File: src/logic/tdl_pkg.sv
// Constants, register map and helper functions for the density and load command block
package tdl_pkg;
   // Density codes in ascending capacity
   localparam logic [7:0] DENS_IMPL = 8'h00;
   localparam logic [7:0] DENS_F1   = 8'h04;
   localparam logic [7:0] DENS_F2   = 8'h05;
   localparam logic [7:0] DENS_F3   = 8'h0f;
   localparam logic [7:0] DENS_F4   = 8'h10;
   // Opcodes decoded from the command block
   localparam logic [7:0] OPC_LOAD   = 8'h1b;
   localparam logic [7:0] OPC_MSENSE = 8'h1a;
   // Status bytes and sense keys
   localparam logic [7:0] ST_GOOD  = 8'h00;
   localparam logic [7:0] ST_CHECK = 8'h02;
   localparam logic [7:0] ST_BUSY  = 8'h08;
   localparam logic [3:0] SK_NONE  = 4'h0;
   localparam logic [3:0] SK_HW    = 4'h4;
   localparam logic [3:0] SK_ILL   = 4'h5;
   localparam logic [3:0] SK_UA    = 4'h6;
   localparam logic [3:0] SK_WP    = 4'h7;
   localparam logic [3:0] SK_BLANK = 4'h8;
   // Register byte offsets
   localparam logic [7:0] A_CDB_LO = 8'h00;
   localparam logic [7:0] A_CDB_HI = 8'h04;
   localparam logic [7:0] A_CMD    = 8'h08;
   localparam logic [7:0] A_STAT   = 8'h0c;
   localparam logic [7:0] A_DENS   = 8'h10;
   localparam logic [7:0] A_DESC0  = 8'h14;
   localparam logic [7:0] A_DESC1  = 8'h18;
   localparam logic [7:0] A_STATE  = 8'h1c;
   // Command block bit positions (low word holds bytes 0..3, high word bytes 4..5)
   localparam int B_EARLY = 8;
   localparam int B_RETENSION_REQUEST = 1;
   localparam int B_LDSEL = 0;
   localparam int B_LINK  = 8;
   // Block descriptor words: bytes 4..7 read as 00h 00h 02h 00h
   localparam logic [23:0] NBLK_ZERO = 24'h000000;
   localparam logic [31:0] DESC1_VAL = 32'h00020000;
   // Drive model and cartridge grade encodings
   localparam logic [1:0] MDL_LOW  = 2'h0;
   localparam logic [1:0] MDL_MID  = 2'h1;
   localparam logic [1:0] MDL_HIGH = 2'h2;
   localparam logic [1:0] CART_LOW = 2'h0;
   localparam logic [1:0] CART_STD = 2'h1;
   localparam logic [1:0] CART_EXT = 2'h2;
   // Reset values
   localparam logic       UA_RST   = 1'b1;
   localparam logic [7:0] DENS_RST = 8'h00;

   typedef enum logic [1:0] {OP_CDB, OP_READ, OP_WRITE, OP_MSEL} tdl_op_t;

   function automatic logic dens_known(input logic [7:0] c);
      dens_known = (c == DENS_IMPL) || (c == DENS_F1) || (c == DENS_F2) ||
                   (c == DENS_F3) || (c == DENS_F4);
   endfunction

   // Format search order, highest capacity first
   function automatic logic [7:0] search_code(input logic [1:0] i);
      unique case (i)
         2'h0:    search_code = DENS_F4;
         2'h1:    search_code = DENS_F3;
         2'h2:    search_code = DENS_F2;
         default: search_code = DENS_F1;
      endcase
   endfunction
endpackage

File: src/logic/tdl_cmd_core.sv
// Density mode and load/unload command handling behind an APB register file
`timescale 1ns/1ps
module tdl_cmd_core (
   input  wire logic        clk_sys,       // System clock
   input  wire logic        rst,           // Async reset, active high
   input  wire logic        psel,          // APB select
   input  wire logic        penable,       // APB enable
   input  wire logic        pwrite,        // APB write
   input  wire logic [7:0]  paddr,         // APB byte address
   input  wire logic [31:0] pwdata,        // APB write data
   output logic      [31:0] prdata,        // APB read data
   output logic             pready,        // APB ready
   output logic             pslverr,       // APB error, unmapped address
   input  wire logic [1:0]  drive_model,   // Drive capacity model
   input  wire logic [1:0]  cart_type,     // Installed cartridge grade
   input  wire logic        cart_removed,  // Pulse: cartridge taken out
   input  wire logic        parity_err,    // Bus or internal parity fault
   output logic             probe_req,     // Format probe in progress
   output logic      [7:0]  probe_code,    // Format being probed
   input  wire logic        probe_done,    // Pulse: probe finished
   input  wire logic        probe_hit,     // Probe found the format
   output logic             move_req,      // Tape move in progress
   output logic             move_eot,      // Move target is end of tape
   input  wire logic        move_done,     // Pulse: move finished
   output logic             panel_led      // Front panel light
);
   typedef enum logic [1:0] {S_IDLE, S_PROBE, S_POS} tdl_st_t;
   typedef struct packed {
      tdl_st_t     st;
      logic [31:0] cdb_lo;
      logic [15:0] cdb_hi;
      logic [7:0]  dens_req;
      logic [7:0]  dens_act;
      logic [7:0]  dens_rep;
      logic        expl;
      logic [7:0]  stat;
      logic [3:0]  sense;
      logic        done;
      logic        led;
      logic        loaded;
      logic        at_bot;
      logic        ua;
      logic [1:0]  pidx;
      logic        preq;
      logic [7:0]  pcode;
      logic        pos_go;
      logic        retension_request;
      logic        early;
      logic        ldsel;
      logic        pready;
      logic        pslverr;
      logic [31:0] prdata;
   } tdl_core_t;

   tdl_core_t   q, n;
   logic        start;
   logic        acc;
   logic        pos_done;
   logic [7:0]  impl_code;
   logic        impl_bad;
   logic        model_bad;
   logic        cart_bad;
   logic        cdb_resv;
   tdl_pkg::tdl_op_t op;

   ////////////////////////////////////////////////////////////////////////////
   // Helpers

   function automatic tdl_core_t fin(input tdl_core_t s, input logic [3:0] k);
      fin       = s;
      fin.st    = S_IDLE;
      fin.done  = 1'b1;
      fin.sense = k;
      fin.stat  = (k == tdl_pkg::SK_NONE) ? tdl_pkg::ST_GOOD : tdl_pkg::ST_CHECK;
      fin.preq  = 1'b0;
   endfunction

   tdl_dens_chk u_dens (
      .model     (drive_model),
      .cart      (cart_type),
      .code      (q.dens_act),
      .impl_code (impl_code),
      .impl_bad  (impl_bad),
      .model_bad (model_bad),
      .cart_bad  (cart_bad)
   );

   tdl_pos_seq u_pos (
      .clk_sys   (clk_sys),
      .rst       (rst),
      .start     (q.pos_go),
      .retension_request     (q.retension_request),
      .move_done (move_done),
      .move_req  (move_req),
      .move_eot  (move_eot),
      .done      (pos_done)
   );

   assign acc      = psel && penable && q.pready;
   assign op       = tdl_pkg::tdl_op_t'(pwdata[1:0]);
   // Mode sense block with any reserved byte or bit set is invalid
   assign cdb_resv = (q.cdb_lo[31:8] != 24'h000000) || (q.cdb_hi[13:10] != 4'h0);

   ////////////////////////////////////////////////////////////////////////////
   // Next state

   always_comb begin
      n        = q;
      start    = 1'b0;
      n.pos_go = 1'b0;
      // Registered read data gives one access cycle per transfer
      if (psel && !penable) begin
         n.pready  = 1'b1;
         n.pslverr = 1'b0;
         unique case (paddr)
            tdl_pkg::A_CDB_LO: n.prdata = q.cdb_lo;
            tdl_pkg::A_CDB_HI: n.prdata = {16'h0000, q.cdb_hi};
            tdl_pkg::A_CMD:    n.prdata = {31'h0, q.st != S_IDLE};
            tdl_pkg::A_STAT:   n.prdata = {15'h0, q.done, 4'h0, q.sense, q.stat};
            tdl_pkg::A_DENS:   n.prdata = {24'h0, q.dens_req};
            tdl_pkg::A_DESC0:  n.prdata = {tdl_pkg::NBLK_ZERO, q.dens_rep};
            tdl_pkg::A_DESC1:  n.prdata = tdl_pkg::DESC1_VAL;
            tdl_pkg::A_STATE:  n.prdata = {16'h0, q.dens_act, 3'h0, q.at_bot,
                                           q.expl, q.ua, q.loaded, q.led};
            default: begin
               n.prdata  = 32'h00000000;
               n.pslverr = 1'b1;
            end
         endcase
      end
      if (acc) begin
         n.pready  = 1'b0;
         n.pslverr = 1'b0;
         if (pwrite && !q.pslverr) begin
            unique case (paddr)
               tdl_pkg::A_CDB_LO: n.cdb_lo = pwdata;
               tdl_pkg::A_CDB_HI: n.cdb_hi = pwdata[15:0];
               tdl_pkg::A_DENS:   n.dens_req = pwdata[7:0];
               tdl_pkg::A_CMD:    start = 1'b1;
               default: ;
            endcase
         end
      end

      // Command start; a new command is taken only in S_IDLE, otherwise busy status
      if (start && q.st != S_IDLE) begin
         n.done  = 1'b1;
         n.stat  = tdl_pkg::ST_BUSY;
         n.sense = tdl_pkg::SK_NONE;
      end else if (start) begin
         n.done = 1'b0;
         unique case (op)
            tdl_pkg::OP_CDB: begin
               if (q.cdb_lo[7:0] == tdl_pkg::OPC_LOAD) begin
                  if (q.cdb_lo[tdl_pkg::B_EARLY] && q.cdb_hi[tdl_pkg::B_LINK]) begin
                     n = fin(n, tdl_pkg::SK_ILL);
                  end else begin
                     n.st     = S_POS;
                     n.pos_go = 1'b1;
                     n.at_bot = 1'b0;
                     n.retension_request  = q.cdb_hi[tdl_pkg::B_RETENSION_REQUEST];
                     n.ldsel  = q.cdb_hi[tdl_pkg::B_LDSEL];
                     n.early  = q.cdb_lo[tdl_pkg::B_EARLY];
                     if (q.cdb_lo[tdl_pkg::B_EARLY]) begin
                        n       = fin(n, tdl_pkg::SK_NONE);
                        n.st    = S_POS;
                     end
                  end
               end else if (q.cdb_lo[7:0] == tdl_pkg::OPC_MSENSE) begin
                  if (parity_err) begin
                     n = fin(n, tdl_pkg::SK_HW);
                  end else if (cdb_resv) begin
                     n = fin(n, tdl_pkg::SK_ILL);
                  end else if (q.ua) begin
                     n    = fin(n, tdl_pkg::SK_UA);
                     n.ua = 1'b0;
                  end else begin
                     n = fin(n, tdl_pkg::SK_NONE);
                  end
               end else begin
                  n = fin(n, tdl_pkg::SK_ILL);
               end
            end
            tdl_pkg::OP_READ: begin
               n.st     = S_PROBE;
               n.preq   = 1'b1;
               n.pidx   = 2'h0;
               // Explicit mode probes only the selected format
               n.pcode  = q.expl ? q.dens_act : tdl_pkg::search_code(2'h0);
               n.at_bot = 1'b0;
            end
            tdl_pkg::OP_WRITE: begin
               n.at_bot = 1'b0;
               if (q.expl && model_bad) begin
                  n = fin(n, tdl_pkg::SK_ILL);
               end else if (q.expl && cart_bad) begin
                  n = fin(n, tdl_pkg::SK_WP);
               end else if (!q.expl && impl_bad) begin
                  n = fin(n, tdl_pkg::SK_ILL);
               end else begin
                  n          = fin(n, tdl_pkg::SK_NONE);
                  n.dens_act = q.expl ? q.dens_act : impl_code;
                  n.dens_rep = n.dens_act;
                  n.expl     = 1'b1;
               end
            end
            tdl_pkg::OP_MSEL: begin
               if (!tdl_pkg::dens_known(q.dens_req)) begin
                  n = fin(n, tdl_pkg::SK_ILL);
               end else begin
                  // Reported code is left alone until a read or write
                  n          = fin(n, tdl_pkg::SK_NONE);
                  n.dens_act = q.dens_req;
                  n.expl     = (q.dens_req != tdl_pkg::DENS_IMPL);
               end
            end
         endcase
      end

      // Format probing
      if (q.st == S_PROBE && probe_done) begin
         if (probe_hit) begin
            n          = fin(n, tdl_pkg::SK_NONE);
            n.dens_act = q.pcode;
            n.dens_rep = q.pcode;
            n.expl     = 1'b1;
         end else if (!q.expl && q.pidx != 2'h3) begin
            n.pidx  = q.pidx + 2'h1;
            n.pcode = tdl_pkg::search_code(q.pidx + 2'h1);
         end else begin
            n = fin(n, tdl_pkg::SK_BLANK);
         end
      end

      // Positioning finished at BOT
      if (q.st == S_POS && pos_done) begin
         n.st     = S_IDLE;
         n.at_bot = 1'b1;
         n.led    = q.ldsel;
         n.loaded = q.ldsel;
         if (!q.early) begin
            n       = fin(n, tdl_pkg::SK_NONE);
            n.st    = S_IDLE;
         end
      end

      // Removal raises attention unless unloaded at BOT; set beats clear
      if (cart_removed && (q.loaded || !q.at_bot)) begin
         n.ua = 1'b1;
      end
   end

   always_ff @(posedge clk_sys or posedge rst) begin
      if (rst) begin
         q          <= '0;
         q.st       <= S_IDLE;
         q.dens_req <= tdl_pkg::DENS_RST;
         q.dens_act <= tdl_pkg::DENS_RST;
         q.dens_rep <= tdl_pkg::DENS_RST;
         q.ua       <= tdl_pkg::UA_RST;
      end else begin
         q <= n;
      end
   end

   assign prdata     = q.prdata;
   assign pready     = q.pready;
   assign pslverr    = q.pslverr;
   assign probe_req  = q.preq;
   assign probe_code = q.pcode;
   assign panel_led  = q.led;

   logic ld_ok;
   assign ld_ok = start && q.st == S_IDLE && op == tdl_pkg::OP_CDB &&
                  q.cdb_lo[7:0] == tdl_pkg::OPC_LOAD && !q.cdb_hi[tdl_pkg::B_LINK];

   // Values come in as arguments so the check sees the sampled ones
   function automatic logic done_ill(input logic d, input logic [7:0] s, input logic [3:0] k);
      done_ill = d && s == 8'h02 && k == 4'h5;
   endfunction
endmodule // tdl_cmd_core

File: src/logic/tdl_dens_chk.sv
// Density choice and legality checks for writes
`timescale 1ns/1ps
module tdl_dens_chk (
   input  wire logic [1:0] model,      // Drive capacity model
   input  wire logic [1:0] cart,       // Installed cartridge grade
   input  wire logic [7:0] code,       // Selected explicit density
   output logic      [7:0] impl_code,  // Implicit write choice
   output logic            impl_bad,   // Cartridge illegal for implicit write
   output logic            model_bad,  // Explicit code not allowed on this model
   output logic            cart_bad    // Cartridge cannot hold explicit code
);
   logic hi_code;
   logic lo_code;

   assign hi_code = (code == tdl_pkg::DENS_F3) || (code == tdl_pkg::DENS_F4);
   assign lo_code = (code == tdl_pkg::DENS_F1) || (code == tdl_pkg::DENS_F2);

   always_comb begin
      impl_bad  = 1'b0;
      impl_code = tdl_pkg::DENS_F2;
      if (model == tdl_pkg::MDL_HIGH || model == tdl_pkg::MDL_MID) begin
         impl_bad  = (cart == tdl_pkg::CART_LOW);
         impl_code = (model == tdl_pkg::MDL_HIGH && cart == tdl_pkg::CART_EXT) ?
                     tdl_pkg::DENS_F4 : tdl_pkg::DENS_F3;
      end
   end

   assign model_bad = (model == tdl_pkg::MDL_LOW) ? hi_code : lo_code;
   assign cart_bad  = (cart == tdl_pkg::CART_LOW && hi_code) ||
                      (cart == tdl_pkg::CART_STD && code == tdl_pkg::DENS_F4);
endmodule // tdl_dens_chk

File: src/logic/tdl_pos_seq.sv
// Tape positioning sequencer: rewind, or retension BOT-EOT-BOT
`timescale 1ns/1ps
module tdl_pos_seq (
   input  wire logic clk_sys,    // System clock
   input  wire logic rst,        // Async reset, active high
   input  wire logic start,      // Begin a positioning pass
   input  wire logic retension_request,      // Retension requested
   input  wire logic move_done,  // Current move finished
   output logic      move_req,   // Move in progress
   output logic      move_eot,   // Target is end of tape
   output logic      done        // Pass complete, tape at BOT
);
   typedef enum logic [1:0] {P_IDLE, P_TOBOT, P_TOEOT, P_BACK} tdl_pst_t;
   typedef struct packed {
      tdl_pst_t st;
      logic     req;
      logic     eot;
      logic     retension_request;
      logic     done;
   } tdl_pseq_t;

   tdl_pseq_t q, n;

   always_comb begin
      n      = q;
      n.done = 1'b0;
      unique case (q.st)
         P_IDLE: if (start) begin
            n.st    = P_TOBOT;
            n.req   = 1'b1;
            n.eot   = 1'b0;
            n.retension_request = retension_request;
         end
         P_TOBOT: if (move_done) begin
            if (q.retension_request) begin
               n.st  = P_TOEOT;
               n.eot = 1'b1;
            end else begin
               n.st   = P_IDLE;
               n.req  = 1'b0;
               n.done = 1'b1;
            end
         end
         P_TOEOT: if (move_done) begin
            n.st  = P_BACK;
            n.eot = 1'b0;
         end
         P_BACK: if (move_done) begin
            n.st   = P_IDLE;
            n.req  = 1'b0;
            n.done = 1'b1;
         end
      endcase
   end

   always_ff @(posedge clk_sys or posedge rst) begin
      if (rst) begin
         q <= '{P_IDLE, 1'b0, 1'b0, 1'b0, 1'b0};
      end else begin
         q <= n;
      end
   end

   assign move_req = q.req;
   assign move_eot = q.eot;
   assign done     = q.done;
endmodule // tdl_pos_seq

File: config.mk
export PLATFORM = sky130hd
export DESIGN_NAME = tdl_cmd_core
export DESIGN_NICKNAME = d
export VERILOG_FILES = /design/src/logic/tdl_pkg.sv /design/src/logic/tdl_cmd_core.sv /design/src/logic/tdl_dens_chk.sv /design/src/logic/tdl_pos_seq.sv
export SDC_FILE = /design/constraint.sdc
export NUM_CORES = 1
export LEC_CHECK = 0
export ABC_CLOCK_PERIOD_IN_PS = 15180
export BUFFER_PORTS_ARGS = -buffer_cell sky130_fd_sc_hd__buf_2
export CAP_MARGIN = 10
export CELL_PAD_IN_SITES_DETAIL_PLACEMENT = 2
export CELL_PAD_IN_SITES_GLOBAL_PLACEMENT = 2
export CORE_MARGIN = 2
export CORE_UTILIZATION = 40
export DETAILED_ROUTE_END_ITERATION = 16
export GPL_ROUTABILITY_DRIVEN = 0
export PLACE_DENSITY_LB_ADDON = 0.1
export SLEW_MARGIN = 20
export SYNTH_ARGS = -nofsm -noshare
export SYNTH_HDL_FRONTEND = slang
export SYNTH_SLANG_ARGS = --single-unit
File: constraint.sdc
create_clock -name clk_sys -period 15.18 [get_ports clk_sys]
set_input_delay 3.036 -clock clk_sys [delete_from_list [all_inputs] [get_ports clk_sys]]
set_output_delay 3.036 -clock clk_sys [all_outputs]
set_load 0.02 [all_outputs]
==> impl_metrics.env <==
export IMPL_status="finished, final reports clean"
export IMPL_synth_area_per_cell_sq_um=10.18
export IMPL_layout_cells_non_filler=1045
export IMPL_grt_pass1_wl_microns=40190
export IMPL_mostFrequentLayoutCell="sky130_fd_sc_hd__dfrtp_1"
export IMPL_core_area_sq_um=18710
export IMPL_initialDrtViolationCount=294
export IMPL_cts_buffers=17
export IMPL_kind_of_start_point_of_the_critical_path="input port"
export IMPL_number_of_endpoints_with_negative_hold_slack_in_the_final_report=0
export IMPL_timing_final_max_slew_violations=0
export IMPL_setup_tns_final_ps=0
export IMPL_io_pin_count=100
export IMPL_cellPowerDensity_nw_per_um2=103.7
export IMPL_n_antenna_cell=0
export IMPL_cts_max_path_buffers=2
export IMPL_vias_per_cell=5.862
export IMPL_clkLatencyLatePin_ps=430
export IMPL_post_route_cells_drive_above_1_share=0.2688
export IMPL_max_cap_violations=0
export IMPL_via_count_of_the_first_global_routing_pass=6739
export IMPL_number_of_cells_produced_by_synthesis=747
export IMPL_synth_flop_cell="sky130_fd_sc_hd__dfrtp_1"
export IMPL_hold_buffers=0
export IMPL_synthToLayoutAreaGrowth_pct=13.91
export IMPL_post_place_cells=1012
export IMPL_tightestPinTransition_ps=903.3
export IMPL_slew_headroom=0.3932
export IMPL_clk_pin_slew_ps=60
export IMPL_r2r_cells=5
export IMPL_leakage_nw=4.115
export IMPL_synth_ff_latch_count=146
export IMPL_min_path_type="reg -> reg"
export IMPL_power_ir_vdd_worst_mv=0.07611
export IMPL_port_buffer_count=99
export IMPL_overflow=0
export IMPL_start_util=0.4064
export IMPL_cp_data_arrival_time_ps=6250
export IMPL_cts_sink_count=146
export IMPL_post_route_period_util=0.3919
export IMPL_max_clock_freq_mhz=168.1
export IMPL_die_area_sq_um=20120
export IMPL_netlist_area_sq_um=7601
export IMPL_cts_tree="yes"
export IMPL_antenna_found_initial=0
export IMPL_die_height_microns=141.9
export IMPL_pin_count_of_the_biggest_net_entering_global_routing=76
export IMPL_ctsHtreeMaxLevel=4
export IMPL_synth_async_sr_flop_share=1.000
export IMPL_timing_critical_path_required_ps=15480
export IMPL_gr_usage_all_layers=0.2652
export IMPL_rows=50
export IMPL_number_of_distinct_standard_cells_referenced_by_the_synthesized_netlist=71
export IMPL_yosys_warns=0
export IMPL_synth_edf_count=0
export IMPL_grt_setup_unrepaired="no"
export IMPL_ys_seq_area_frac=0.4808
export IMPL_critical_path_fanout_max=12
export IMPL_worst_setup_path_end_kind="register"
export IMPL_post_cts_resized=0
export IMPL_via_count=6126
export IMPL_wire_length_after_detailed_routing_microns=26080
export IMPL_synth_nets=811
export IMPL_final_cell_mix="145 x sky130_fd_sc_hd__dfrtp_1, 99 x sky130_fd_sc_hd__buf_2, 93 x sky130_fd_sc_hd__nand2_1"
export IMPL_report_final_setup_viol=0
export IMPL_worst_setup_path_type="in -> reg"
export IMPL_holdPathStages=2
export IMPL_routed_wire_length_per_instance_microns=24.95
export IMPL_drt_first_pass_iters=5
export IMPL_timing_final_crit_period_ps=5950
export IMPL_clock_skew_final_ps=12.20
export IMPL_die_w_microns=141.9
export IMPL_detailed_place_hpwl_microns=18770
export IMPL_cts_root_buffer_cell="sky130_fd_sc_hd__clkbuf_16"
export IMPL_post_route_drc_count=0
export IMPL_post_cts_setup_buffers=0
export IMPL_ant_nets=0
export IMPL_report_power_total_uw=897.6
export IMPL_final_stage_net_count=862
## per-stage QoR
step / hold WS (ps) / area (sq um) / setup WS [ps] / utilization
CTS: 481.8 / 8631 / 9209 / 0.4614
finish: 477.3 / 8658 / 9230 / 0.4629
global route: 507.6 / 8658 / 9110 / 0.4629
floorplan: 448.4 / 7601 / 8223 / -
global placement: 457.1 / 8004 / 8976 / 0.4279
detailed placement: 468.4 / 8004 / 8779 / 0.4279
## Yosys cell counts, drive strengths merged (6+ instances only)
cell    number  share of area
dfrtp      145           0.48
nand2       93          0.046
mux2        59          0.087
o21ai       59          0.039
buf         52          0.049
a21oi       35          0.024
nor2        33          0.016
clkbuf      23          0.011
inv         21          0.010
nor3        20          0.014
nor4        19          0.021
a22o        11          0.013
a31oi       11         0.0091
and2        11         0.0091
nand3       11         0.0079
ha          10          0.016
mux2i        9          0.012
nor2b        8         0.0066
o22ai        8         0.0066
or3          7         0.0058
a221oi       6         0.0069
and3         6         0.0049
nand2b       6         0.0049
## sequential cells by signal, indices dropped and copies added (netlist names), named ones only
name and cells:
prdata 32, probe_req 1, pready 1, u_pos.q 2, probe_code 8, u_pos.done 1
q 96, pslverr 1, u_pos.move_eot 1, u_pos.move_req 1, panel_led 1
## worst max-delay path, stage by stage
cell	delay, ps
sky130_fd_sc_hd__buf_2	120
sky130_fd_sc_hd__or4_1	560
sky130_fd_sc_hd__nor3b_2	700
sky130_fd_sc_hd__and2_1	440
sky130_fd_sc_hd__nor2b_1	720
sky130_fd_sc_hd__buf_4	310
sky130_fd_sc_hd__mux2_2	350
## worst paths after layout
check / startpoint / end / slack [ps]
max in group asynchronous: rst / q[49]$_DFF_PP1_ / 11270
setup reg to reg: pready$_DFFE_PP0P_ / q[59]$_DFF_PP0_ / 12570
hold reg to reg: prdata[13]$_DFFE_PP0P_ / prdata[13]$_DFFE_PP0P_ / 480
setup / recovery: paddr[0] / q[92]$_DFFE_PP0P_ / 9230
hold / removal: prdata[13]$_DFFE_PP0P_ / prdata[13]$_DFFE_PP0P_ / 480
min in group asynchronous: rst / prdata[2]$_DFFE_PP0P_ / 2710
## routing by layer
metal,GRT usage,share of wire,vias up
met2,0.4609,0.51,121
met1,0.3395,0.44,3204
li1,-,-,2771
met5,0,0,-
met3,0.04421,0.029,30
met4,0.08211,0.024,0
## cell type report
class / count / area (sq um)
Clock inverter: 11 / 176.4
Clock buffer: 21 / 450.4
Fill cell: 1979 / 10050
Inverter: 22 / 87.58
Multi-Input combinational cell: 504 / 3421
Tap cell: 234 / 292.8
Sequential cell: 146 / 3655
Timing Repair Buffer: 107 / 575.6
## report_power, final
part	internal, mW	switching [mW]
sequential	0.392	0.00371
clock	0.282	0.173
combinational	0.0148	0.0323
total	0.688	0.209
## logic make-up after synthesis
| kind of cell | synth area share |
|---|---|
| compound gates | 0.1526 |
| xor+xnor | 0.001152 |
| fa+ha+maj | 0.01646 |
| buf+inv | 0.07095 |
| flops | 0.4808 |
| mux | 0.1111 |
| simple gates | 0.1669 |
No activity file was read; power rests on OpenSTA's default activity.
